[config.mk]
export PLATFORM = sky130hd
export DESIGN_NAME = ssi_indicator
export DESIGN_NICKNAME = d
export VERILOG_FILES = /design/src/hdl/ssi_pkg.sv /design/src/hdl/ssi_flash_timebase.sv /design/src/hdl/ssi_indicator.sv
export SDC_FILE = /design/constraint.sdc
export NUM_CORES = 1
export LEC_CHECK = 0
export CORE_UTILIZATION = 30
export DETAILED_ROUTE_END_ITERATION = 8
export DONT_BUFFER_PORTS = 1
export PLACE_DENSITY = 0.48
export SYNTH_ARGS = -nofsm -noshare
export SYNTH_HDL_FRONTEND = slang
export SYNTH_HIERARCHICAL = 1
export SYNTH_SLANG_ARGS = --single-unit
[constraint.sdc]
create_clock -name hclk -period 4 [get_ports hclk]
set_input_delay 0.4 -clock hclk [delete_from_list [all_inputs] [get_ports hclk]]
set_output_delay 0.4 -clock hclk [all_outputs]
set_load 0.005 [all_outputs]
[src/hdl/ssi_pkg.sv]
package ssi_pkg;

    // clock and flash timing
    localparam int unsigned CLK_HZ = 200_000_000;
    localparam int unsigned FLASH_1HZ = 1;
    // half period of the 2 Hz flash in cycles; 1 Hz half period is twice it
    localparam int unsigned HALF_2HZ_CYC = CLK_HZ / (4 * FLASH_1HZ);

    // channel counts
    localparam int unsigned N_IN = 8;
    localparam int unsigned N_OUT = 4;

    // first-cycle flag length in cycles (one logic execution period)
    localparam int unsigned FIRST_CYC_LEN = 16;

    // register byte offsets
    localparam logic [7:0] REG_CTRL = 8'h00;
    localparam logic [7:0] REG_STAT = 8'h04;
    localparam logic [7:0] REG_CHAN = 8'h08;
    localparam logic [7:0] REG_ERR = 8'h0c;
    localparam logic [7:0] REG_IRQ_STAT = 8'h10;
    localparam logic [7:0] REG_IRQ_EN = 8'h14;
    localparam logic [7:0] REG_IRQ_CLR = 8'h18;

    // control register bit positions
    localparam int unsigned CTRL_START = 0;
    localparam int unsigned CTRL_STOP = 1;
    localparam int unsigned CTRL_VERIFIED = 2;
    localparam int unsigned CTRL_CFG_VALID = 3;

    // interrupt event bit positions
    localparam int unsigned IRQ_RUN = 0;
    localparam int unsigned IRQ_STOP = 1;
    localparam int unsigned IRQ_CRIT = 2;
    localparam int unsigned IRQ_FAULT = 3;
    localparam int unsigned IRQ_W = 4;

    localparam logic [1:0] HTRANS_NONSEQ = 2'h2;
    localparam logic [31:0] CTRL_RESET = 32'h0000_0008;

    typedef enum logic [0:0] {
        SSI_STOP = 1'b0,
        SSI_RUN = 1'b1
    } ssi_run_t;

    // module status led colour and pattern
    typedef enum logic [2:0] {
        MS_OFF = 3'b000,
        MS_GREEN = 3'b001,
        MS_RED = 3'b010,
        MS_GREEN_1HZ = 3'b011,
        MS_RED_1HZ = 3'b100,
        MS_RED_2HZ = 3'b101,
        MS_RG_1HZ = 3'b110
    } ssi_ms_t;

    // two-colour led drive
    typedef struct packed {
        logic red;
        logic green;
    } ssi_led_t;

    // external status inputs
    typedef struct packed {
        logic supply_ok;
        logic primary_in_range;
        logic crit_here;
        logic crit_other;
        logic [N_IN-1:0] in_level;
        logic [N_IN-1:0] in_err;
        logic [N_IN-1:0] in_dual;
        logic [N_OUT-1:0] out_on;
        logic [N_OUT-1:0] out_err;
    } ssi_status_t;

endpackage

[src/hdl/ssi_flash_timebase.sv]
`timescale 1ns/1ps
module ssi_flash_timebase #(
    parameter int unsigned HALF_CYC = ssi_pkg::HALF_2HZ_CYC
) (
    input wire logic hclk,
    input wire logic hresetn,
    output logic phase_2hz,
    output logic phase_1hz
);

    typedef struct packed {
        logic [31:0] cnt;
        logic p2;
        logic p1;
    } ssi_tb_state_t;

    ssi_tb_state_t s;
    ssi_tb_state_t next_s;

    // one counter feeds both phases so patterns stay locked
    always_comb begin
        next_s = s;
        if (s.cnt >= HALF_CYC - 1) begin
            next_s.cnt = 32'h0;
            next_s.p2 = ~s.p2;
            if (s.p2) begin
                next_s.p1 = ~s.p1;
            end
        end else begin
            next_s.cnt = s.cnt + 32'h1;
        end
    end

    always_ff @(posedge hclk or negedge hresetn) begin
        if (!hresetn) begin
            s <= '0;
        end else begin
            s <= next_s;
        end
    end

    assign phase_2hz = s.p2;
    assign phase_1hz = s.p1;

endmodule

[src/hdl/ssi_indicator.sv]
`timescale 1ns/1ps
// Summary of operation
// RL1: module status led dark while supply is out of operating range.
// RL2: repairable external fault flashes module status red/green at 1 Hz.
// RL3: stopped or primary supply out of range flashes green at 1 Hz.
// RL4: steady green only when running and primary supply in range.
// RL5: invalid configuration flashes module status red at 1 Hz.
// RL6: critical error in this module flashes red at 2 Hz.
// RL7: any critical error halts application and switches all outputs off.
// RL8: critical error in another module lights steady red.
// RL9: input led dark when low, green when high, with no error.
// RL10: low input with dual-channel error flashes green in phase with red.
// RL11: high input with error flashes green in antiphase to red.
// RL12: output test error flashes green in phase with red.
// RL13: output led dark while output off and no test error.
// RL14: stop to run only on explicit start command.
// RL15: run to stop only on explicit stop command.
// RL16: commander issues only manual start and stop transitions.
// RL17: after power-up run automatically if configuration verified.
// RL18: start asserts first-cycle flag and clears timers and error states.
// RL19: 1 Hz and 2 Hz patterns come from one shared timebase.
module ssi_indicator #(
    parameter int unsigned HALF_CYC = ssi_pkg::HALF_2HZ_CYC,
    parameter int unsigned FIRST_LEN = ssi_pkg::FIRST_CYC_LEN
) (
    input wire logic hclk,
    input wire logic hresetn,
    input wire logic hsel,
    input wire logic [31:0] haddr,
    input wire logic [1:0] htrans,
    input wire logic hwrite,
    input wire logic [2:0] hsize,
    input wire logic [31:0] hwdata,
    input wire logic hready,
    output logic [31:0] hrdata,
    output logic hreadyout,
    output logic hresp,
    input wire ssi_pkg::ssi_status_t status_in,
    output ssi_pkg::ssi_led_t module_status_led,
    output logic [ssi_pkg::N_IN-1:0] safe_input_channels,
    output logic [ssi_pkg::N_OUT-1:0] safe_output_channels,
    output logic [ssi_pkg::N_OUT-1:0] output_enable,
    output logic app_running,
    output logic first_cycle,
    output logic clear_errors,
    output logic irq
);

    localparam int SW = $bits(ssi_pkg::ssi_status_t);

    typedef struct packed {
        logic [SW-1:0] sync1;
        logic [SW-1:0] sync2;
        logic [SW-1:0] sync3;
        ssi_pkg::ssi_status_t st;
        logic boot;
        ssi_pkg::ssi_run_t run;
        logic [31:0] first_cnt;
        logic [31:0] first_age;
        logic [31:0] ctrl;
        logic [ssi_pkg::IRQ_W-1:0] irq_stat;
        logic [ssi_pkg::IRQ_W-1:0] irq_en;
        logic dp_wr;
        logic [7:0] dp_addr;
        logic [31:0] rdata;
        ssi_pkg::ssi_led_t ms;
        logic [ssi_pkg::N_IN-1:0] in_led;
        logic [ssi_pkg::N_OUT-1:0] out_led;
        logic [ssi_pkg::N_OUT-1:0] out_en;
        logic first;
        logic clr;
        logic irq;
        logic crit_d;
        logic fault_d;
    } ssi_state_t;

    ssi_state_t s;
    ssi_state_t next_s;
    logic ph2;
    logic ph1;
    ssi_pkg::ssi_status_t st_new;
    ssi_pkg::ssi_ms_t ms_mode;
    logic crit;
    logic fault;
    logic start_cmd;
    logic stop_cmd;
    logic addr_take;

    ////////////////////////////////////////////////////////////////////////////
    // shared flash timebase
    ssi_flash_timebase #(
        .HALF_CYC(HALF_CYC)
    ) u_tb (
        .hclk(hclk),
        .hresetn(hresetn),
        .phase_2hz(ph2),
        .phase_1hz(ph1)
    ); // [RL19]

    // pattern to colour, 1 Hz red flash in phase with ph1, 2 Hz red flash with ph2
    function automatic ssi_pkg::ssi_led_t ms_drive(input ssi_pkg::ssi_ms_t m,
                                                   input logic p1, input logic p2);
        ssi_pkg::ssi_led_t l;
        l = '0;
        unique case (m)
            ssi_pkg::MS_OFF: l = '0;
            ssi_pkg::MS_GREEN: l.green = 1'b1;
            ssi_pkg::MS_RED: l.red = 1'b1;
            ssi_pkg::MS_GREEN_1HZ: l.green = p1;
            ssi_pkg::MS_RED_1HZ: l.red = p1;
            ssi_pkg::MS_RED_2HZ: l.red = p2;
            ssi_pkg::MS_RG_1HZ: begin
                l.red = p1;
                l.green = ~p1;
            end
            default: l = '0;
        endcase
        return l;
    endfunction

    ////////////////////////////////////////////////////////////////////////////
    // status decode from the filtered inputs
    always_comb begin
        st_new = ssi_pkg::ssi_status_t'(s.sync3);
        crit = s.st.crit_here | s.st.crit_other;
        fault = (|s.st.in_err) | (|s.st.out_err);
        addr_take = hsel & hready & (htrans == ssi_pkg::HTRANS_NONSEQ);
        start_cmd = s.dp_wr && (s.dp_addr == ssi_pkg::REG_CTRL)
                    && hwdata[ssi_pkg::CTRL_START];
        stop_cmd = s.dp_wr && (s.dp_addr == ssi_pkg::REG_CTRL)
                   && hwdata[ssi_pkg::CTRL_STOP];
    end

    // module status priority selection
    always_comb begin
        if (!s.st.supply_ok) begin
            ms_mode = ssi_pkg::MS_OFF; // [RL1]
        end else if (s.st.crit_here) begin
            ms_mode = ssi_pkg::MS_RED_2HZ; // [RL6]
        end else if (s.st.crit_other) begin
            ms_mode = ssi_pkg::MS_RED; // [RL8]
        end else if (!s.ctrl[ssi_pkg::CTRL_CFG_VALID]) begin
            ms_mode = ssi_pkg::MS_RED_1HZ; // [RL5]
        end else if (fault) begin
            ms_mode = ssi_pkg::MS_RG_1HZ; // [RL2]
        end else if (s.run == ssi_pkg::SSI_STOP || !s.st.primary_in_range) begin
            ms_mode = ssi_pkg::MS_GREEN_1HZ; // [RL3]
        end else begin
            ms_mode = ssi_pkg::MS_GREEN; // [RL4]
        end
    end

    ////////////////////////////////////////////////////////////////////////////
    // next state
    always_comb begin
        next_s = s;
        // three-stage input filter, accept on agreement of stages 2 and 3
        next_s.sync1 = status_in;
        next_s.sync2 = s.sync1;
        next_s.sync3 = s.sync2;
        if (s.sync2 == s.sync3) begin
            next_s.st = st_new;
        end
        next_s.clr = 1'b0;

        // ahb-lite register access
        next_s.dp_wr = addr_take & hwrite;
        next_s.dp_addr = addr_take ? haddr[7:0] : s.dp_addr;
        if (addr_take && !hwrite) begin
            unique case (haddr[7:0])
                ssi_pkg::REG_CTRL: next_s.rdata = s.ctrl;
                ssi_pkg::REG_STAT: next_s.rdata = {24'h0, 2'h0, s.ms, s.first,
                                                   crit, fault, s.run};
                ssi_pkg::REG_CHAN: next_s.rdata = {16'h0, 4'h0, s.st.out_on,
                                                   s.st.in_level};
                ssi_pkg::REG_ERR: next_s.rdata = {16'h0, 4'h0, s.st.out_err,
                                                  s.st.in_err};
                ssi_pkg::REG_IRQ_STAT: next_s.rdata = {28'h0, s.irq_stat};
                ssi_pkg::REG_IRQ_EN: next_s.rdata = {28'h0, s.irq_en};
                default: next_s.rdata = 32'h0;
            endcase
        end
        if (s.dp_wr) begin
            if (s.dp_addr == ssi_pkg::REG_CTRL) begin
                next_s.ctrl = {28'h0, hwdata[ssi_pkg::CTRL_CFG_VALID],
                               hwdata[ssi_pkg::CTRL_VERIFIED], 2'h0};
            end
            if (s.dp_addr == ssi_pkg::REG_IRQ_EN) begin
                next_s.irq_en = hwdata[ssi_pkg::IRQ_W-1:0];
            end
            if (s.dp_addr == ssi_pkg::REG_IRQ_CLR) begin
                next_s.irq_stat = s.irq_stat & ~hwdata[ssi_pkg::IRQ_W-1:0];
            end
        end

        // countdown first, so that a restart inside the flag reloads it
        if (s.first_cnt != 32'h0) begin
            next_s.first_cnt = s.first_cnt - 32'h1;
        end

        // run/stop machine; power-up start window closes on run, a critical error or a ctrl write with verified clear
        if (crit) begin
            next_s.run = ssi_pkg::SSI_STOP; // [RL7]
            next_s.boot = 1'b0;
        end else if (s.run == ssi_pkg::SSI_STOP
                     && (start_cmd || (s.boot && s.ctrl[ssi_pkg::CTRL_VERIFIED]))) begin
            next_s.run = ssi_pkg::SSI_RUN; // [RL14] [RL17]
            next_s.boot = 1'b0;
            next_s.first_cnt = FIRST_LEN; // [RL18]
            next_s.clr = 1'b1; // [RL18]
        end else if (s.run == ssi_pkg::SSI_RUN && stop_cmd) begin
            next_s.run = ssi_pkg::SSI_STOP; // [RL15]
        end
        if (s.dp_wr && (s.dp_addr == ssi_pkg::REG_CTRL) && !hwdata[ssi_pkg::CTRL_VERIFIED]) begin
            next_s.boot = 1'b0; // [RL17]
        end
        next_s.first = (next_s.first_cnt != 32'h0); // [RL18]
        // length of the flag so far, watched by the checks
        if (!next_s.first || next_s.clr) begin
            next_s.first_age = {31'h0, next_s.first};
        end else begin
            next_s.first_age = s.first_age + 32'h1;
        end

        // sticky events, set beats clear
        next_s.crit_d = crit;
        next_s.fault_d = fault;
        if (next_s.run == ssi_pkg::SSI_RUN && s.run == ssi_pkg::SSI_STOP) begin
            next_s.irq_stat[ssi_pkg::IRQ_RUN] = 1'b1;
        end
        if (next_s.run == ssi_pkg::SSI_STOP && s.run == ssi_pkg::SSI_RUN) begin
            next_s.irq_stat[ssi_pkg::IRQ_STOP] = 1'b1;
        end
        if (crit && !s.crit_d) begin
            next_s.irq_stat[ssi_pkg::IRQ_CRIT] = 1'b1;
        end
        if (fault && !s.fault_d) begin
            next_s.irq_stat[ssi_pkg::IRQ_FAULT] = 1'b1;
        end
        next_s.irq = |(next_s.irq_stat & next_s.irq_en);

        // led drive
        next_s.ms = ms_drive(ms_mode, ph1, ph2);
        for (int i = 0; i < ssi_pkg::N_IN; i++) begin
            if (!s.st.supply_ok) begin
                next_s.in_led[i] = 1'b0;
            end else if (s.st.in_err[i] && !s.st.in_level[i] && s.st.in_dual[i]) begin
                next_s.in_led[i] = ph1; // [RL10]
            end else if (s.st.in_err[i] && s.st.in_level[i]) begin
                next_s.in_led[i] = ~ph1; // [RL11]
            end else begin
                next_s.in_led[i] = s.st.in_level[i] & ~s.st.in_err[i]; // [RL9]
            end
        end
        for (int j = 0; j < ssi_pkg::N_OUT; j++) begin
            next_s.out_en[j] = s.st.out_on[j] && !crit
                               && (s.run == ssi_pkg::SSI_RUN); // [RL7]
            if (s.st.out_err[j]) begin
                next_s.out_led[j] = ph1; // [RL12]
            end else begin
                next_s.out_led[j] = next_s.out_en[j]; // [RL13]
            end
        end
    end

    ////////////////////////////////////////////////////////////////////////////
    // state register
    always_ff @(posedge hclk or negedge hresetn) begin
        if (!hresetn) begin
            s <= '0;
            s.boot <= 1'b1;
            s.ctrl <= ssi_pkg::CTRL_RESET;
            s.st.supply_ok <= 1'b0;
        end else begin
            s <= next_s;
        end
    end

    // outputs from flops; hreadyout and hresp tied to ready and okay
    assign hrdata = s.rdata;
    assign hreadyout = 1'b1;
    assign hresp = 1'b0;
    assign module_status_led = s.ms;
    assign safe_input_channels = s.in_led;
    assign safe_output_channels = s.out_led;
    assign output_enable = s.out_en;
    assign app_running = (s.run == ssi_pkg::SSI_RUN);
    assign first_cycle = s.first;
    assign clear_errors = s.clr;
    assign irq = s.irq;

    ////////////////////////////////////////////////////////////////////////////
    // checks
    a_dark_supply: assert property (@(posedge hclk) disable iff (!hresetn) // [RL1]
        !s.st.supply_ok |=> module_status_led == '0)
        else $error("status led lit with bad supply");
    a_crit_outs: assert property (@(posedge hclk) disable iff (!hresetn) // [RL7]
        crit |=> output_enable == '0 && !app_running)
        else $error("outputs on during critical error");
    a_start_run: assert property (@(posedge hclk) disable iff (!hresetn) // [RL14]
        $rose(app_running) && !$past(s.boot) |-> $past(start_cmd))
        else $error("run entered without start");
    a_auto_start: assert property (@(posedge hclk) disable iff (!hresetn) // [RL17]
        $rose(app_running) && $past(s.boot)
        |-> $past(s.ctrl[ssi_pkg::CTRL_VERIFIED]) || $past(start_cmd))
        else $error("power-up run without verified config");
    a_stop_only: assert property (@(posedge hclk) disable iff (!hresetn) // [RL15]
        $fell(app_running) |-> $past(stop_cmd) || $past(crit))
        else $error("stop entered without cause");
    a_first_flag: assert property (@(posedge hclk) disable iff (!hresetn) // [RL18]
        $rose(app_running) |-> first_cycle && clear_errors)
        else $error("first cycle flag missing");
    a_first_len: assert property (@(posedge hclk) disable iff (!hresetn) // [RL18]
        $fell(first_cycle) |-> $past(s.first_age) == FIRST_LEN)
        else $error("first cycle flag length wrong");
    a_fault_flash: assert property (@(posedge hclk) disable iff (!hresetn) // [RL2]
        s.st.supply_ok && !crit && s.ctrl[ssi_pkg::CTRL_CFG_VALID] && fault
        |=> module_status_led.red == $past(ph1) && module_status_led.green != $past(ph1))
        else $error("fault flash pattern wrong");
    a_green_run: assert property (@(posedge hclk) disable iff (!hresetn) // [RL4]
        s.st.supply_ok && !crit && !fault && s.ctrl[ssi_pkg::CTRL_CFG_VALID]
        && app_running && s.st.primary_in_range |=> module_status_led.green && !module_status_led.red)
        else $error("steady green missing while running");
    a_red_here: assert property (@(posedge hclk) disable iff (!hresetn) // [RL6]
        s.st.supply_ok && s.st.crit_here |=> module_status_led.red == $past(ph2) && !module_status_led.green)
        else $error("fast red flash missing");
    a_red_other: assert property (@(posedge hclk) disable iff (!hresetn) // [RL8]
        s.st.supply_ok && !s.st.crit_here && s.st.crit_other
        |=> module_status_led.red && !module_status_led.green)
        else $error("steady red missing");
    a_in_steady: assert property (@(posedge hclk) disable iff (!hresetn) // [RL9]
        s.st.supply_ok && !s.st.in_err[0] |=> safe_input_channels[0] == $past(s.st.in_level[0]))
        else $error("input led does not follow level");
    a_in_anti: assert property (@(posedge hclk) disable iff (!hresetn) // [RL11]
        s.st.supply_ok && s.st.in_err[0] && s.st.in_level[0] |=> safe_input_channels[0] == !$past(ph1))
        else $error("high input error flash not in antiphase");
    a_out_flash: assert property (@(posedge hclk) disable iff (!hresetn) // [RL12]
        s.st.out_err[0] |=> safe_output_channels[0] == $past(ph1))
        else $error("output test error flash out of phase");
    a_out_dark: assert property (@(posedge hclk) disable iff (!hresetn) // [RL13]
        !s.out_en[0] && !s.st.out_err[0] && $stable(s.st.out_err[0])
        |-> !safe_output_channels[0])
        else $error("output led lit while off");

endmodule

==> results.json <==
{
  "layout_commonest_cell": "dfrtp_1",
  "syn_inst": 892,
  "finalWorstSetupSlack_ns": 0.568,
  "final_cell_mix": "dfrtp_1, nor2_1, nand2_1",
  "dp_cells": 1307,
  "top_layer": "met4",
  "synth_edf_count": 0,
  "synth_top_family_by_area": "simple AND/OR/NAND/NOR gates",
  "fp.dieW_um": 193,
  "grt_pass1_vias": 6611,
  "vias": 6456,
  "synth_simple_gate_area_share_pct": 13.9,
  "setup-violations-final": 0,
  "cts_hold_buf": 49,
  "firstDrtPassIters": 7,
  "cp_top_family": "simple AND/OR/NAND/NOR gates",
  "synth-xor-area-share_pct": 6.50,
  "boundaryPins": 166,
  "cts_made_buffers": 29,
  "r2r_slack_ns": 0.57,
  "worstReg2RegStart": "s[150]",
  "ys_warn_count": 6,
  "antenna_found_initial": 2,
  "path_buf_inv": 0,
  "cts-resized-gates": 0,
  "async_flop_share_pct": 100,
  "seq_power_share_pct": 49.5,
  "synth.area.mux_share_pct": 6.87,
  "track_usage_pct": 12.7,
  "run_status": "finished with violations",
  "pwr-share-comb_pct": 6.7,
  "tightest_slew_ns": 0.799,
  "period_share_pct": 85.8,
  "slew_headroom_pct": 46.2,
  "grt_pass1_wl_mm": 37.2,
  "fin_nets": 1039,
  "fmax_ghz": 0.291,
  "clock_power_share_pct": 43.8,
  "cts_root_buf": "clkbuf_16",
  "netlist-cell-type-count": 70,
  "drive_gt1_share_pct": 14.1,
  "reg2reg_depth": 7,
  "cell_internal_pwr_mw": 4.69,
  "startpoint_type": "flop",
  "die_area_sq_um": 37100,
  "place_ws_ns": 0.593,
  "die_y_um": 193,
  "final_antenna_net_count": 0,
  "m1WireLength_mm": 11.5,
  "maxSlewViolCount": 0,
  "clk_latency_ns": 0.56,
  "cp-end-kind": "flop",
  "seq_area_frac_synth_pct": 61.1,
  "syn_avg_cell_area_sq_um": 12.2,
  "grt_max_degree": 267,
  "synthAdderAreaFrac_pct": 0.344,
  "drt-total-wl_mm": 22.9,
  "drc_errors": 16,
  "cp_data_arrival_time_ns": 3.81,
  "violations": "DRC, hold timing",
  "cp_cell_sequence": "nor4_1, nand4_1, o211ai_2, nor2_1, o21a_1, nor4_1, nand4_1",
  "setup_tns_ns": 0,
  "globalplace.congestion": 0.775,
  "overflow": 0,
  "hold_viol": 266,
  "synth_compound_area_share_pct": 6.07,
  "dp.final_hpwl_mm": 15.3,
  "areaGrowthSynthToFinish_pct": 15.4,
  "min_period_ns": 3.43,
  "rsz0062_at_grt": "no",
  "fin_cells": 1410,
  "hold_path.class": "in2async",
  "critPathMaxFanout": 12,
  "cp_slowest_cell": "nor4_1",
  "clockBufferDepth": 3,
  "syn_area_sq_um": 10900,
  "irDropWorstVdd_mv": 0.319,
  "portBuffers": 0,
  "cts_tree": "yes",
  "critPathKind": "reg2reg",
  "r2r_end": "first_cycle",
  "maxCapViolCount": 0,
  "max_stage_delay_ns": 0.72,
  "drt-vias-per-instance": 4.58,
  "pwr_density_cell_nw_per_um2": 491,
  "dr_wl_met2_mm": 9.69,
  "core_area_sq_um": 35700,
  "leakage_nw": 5.39,
  "skew_ns": 0.0170,
  "synth_seq_cells": 266,
  "cts_sinks": 266,
  "total_power_mw": 6.18,
  "hold_slack_ns": -0.471,
  "ys.flop_type": "dfrtp_1",
  "start_util_pct": 30.6,
  "wl_met3_mm": 1.35,
  "switching_power_mw": 1.49,
  "row_count": 69,
  "switching_share_pct": 24.1,
  "crit_required_ns": 4.38,
  "drtIter0Drc": 387,
  "detail_route.wl_per_cell_um": 16.3,
  "htree_levels": 1,
  "clk_pin_slew_worst_paths_ns": 0.06
}
[registers in the layout (all words and copies together) (netlist names), 2 cells and up]
name	count
next_s	72
st_new	36
s	90
safe_output_channels	4
safe_input_channels	8
module_status_led	2
hrdata	12
output_enable	4
u_tb/s	32
[final cells by class]
class / count / area (sq um)
Antenna cell: 2 / 5.00
Clock buffer: 37 / 806
Clock inverter: 15 / 174
Fill cell: 3498 / 23100
Inverter: 12 / 45.0
Multi-Input combinational cell: 562 / 3790
Sequential cell: 266 / 6660
Tap cell: 461 / 577
Timing Repair Buffer: 55 / 536
[cell usage after synthesis (5+ instances only)]
cell	instances	share of area, %
xor2_1	49	3.9
nand2_1	68	2.3
a21oi_1	18	0.83
nand3_1	16	0.73
or4_1	15	1.0
and3_1	13	0.75
clkbuf_1	18	0.62
or3_1	6	0.34
nor2_1	71	2.4
buf_4	52	3.6
mux2i_1	13	1.2
a21boi_0	9	0.62
a31oi_1	9	0.52
o21ai_0	30	1.4
nand4b_1	12	0.96
dfrtp_1	264	61
and2_1	6	0.34
mux2_2	53	5.5
o31ai_1	5	0.34
nor3_1	16	0.73
inv_1	11	0.38
xnor2_1	32	2.6
nand4_1	11	0.63
nor4_1	23	1.3
[timing repair]
| action | 4_1_cts | 5_1_grt |
|---|---|---|
| buffers inserted | 0 | 0 |
| hold endpoints to repair | 317 | 266 |
| endpoints found under the setup margin | 0 | 0 |
[layer usage]
metal  vias to the layer above  global-route usage [%]
met2                       124                    18.5
met1                      3183                    18.8
met5                         -                       0
li1                       3119                       -
met3                        30                    2.80
met4                         0                    3.21
[how the worst max path moves through the flow]
stage                     slack, ns     endpoint   start  cells past startpoint
final                          0.57  first_cycle  s[150]                      7
after global placement         0.64  first_cycle  s[136]                      9
after floorplan                1.07  first_cycle  s[136]                     11
after detailed placement       0.59  first_cycle  s[136]                      9
after CTS                      0.59  first_cycle  s[136]                      9
after global routing           0.25  first_cycle  s[150]                      7
[metrics by stage]
stage / hold WS [ns] / instance area (sq um) / util, %
4_1_cts: -0.496 / 12600 / 35.3
3_3_place_gp: 0.113 / 11100 / 31.2
3_5_place_dp: 0.113 / 11100 / 31.2
5_1_grt: -0.494 / 12600 / 35.3
6_report: -0.471 / 12600 / 35.3
2_1_floorplan: 0.104 / 11000 / -
[power groups by stage]
stage          registers, mW  logic [mW]  clock network, mW
2_1_floorplan           3.03       0.355                  0
3_3_place_gp            3.11       0.371                  0
3_5_place_dp            3.11       0.373                  0
4_1_cts                 3.06       0.417               2.80
5_1_grt                 3.09       0.474               2.91
6_report                3.06       0.414               2.70
[cell families after synthesis]
kind of cell	Yosys count
AOI/OAI and AO/OA	99
xor gates and xnor gates	81
adders and majority gates	3
buffers and inverters	89
DFF	266
muxes	67
other	3
and+or+nand+nor	284
Note: power is estimated with default switching activity, not from simulation.
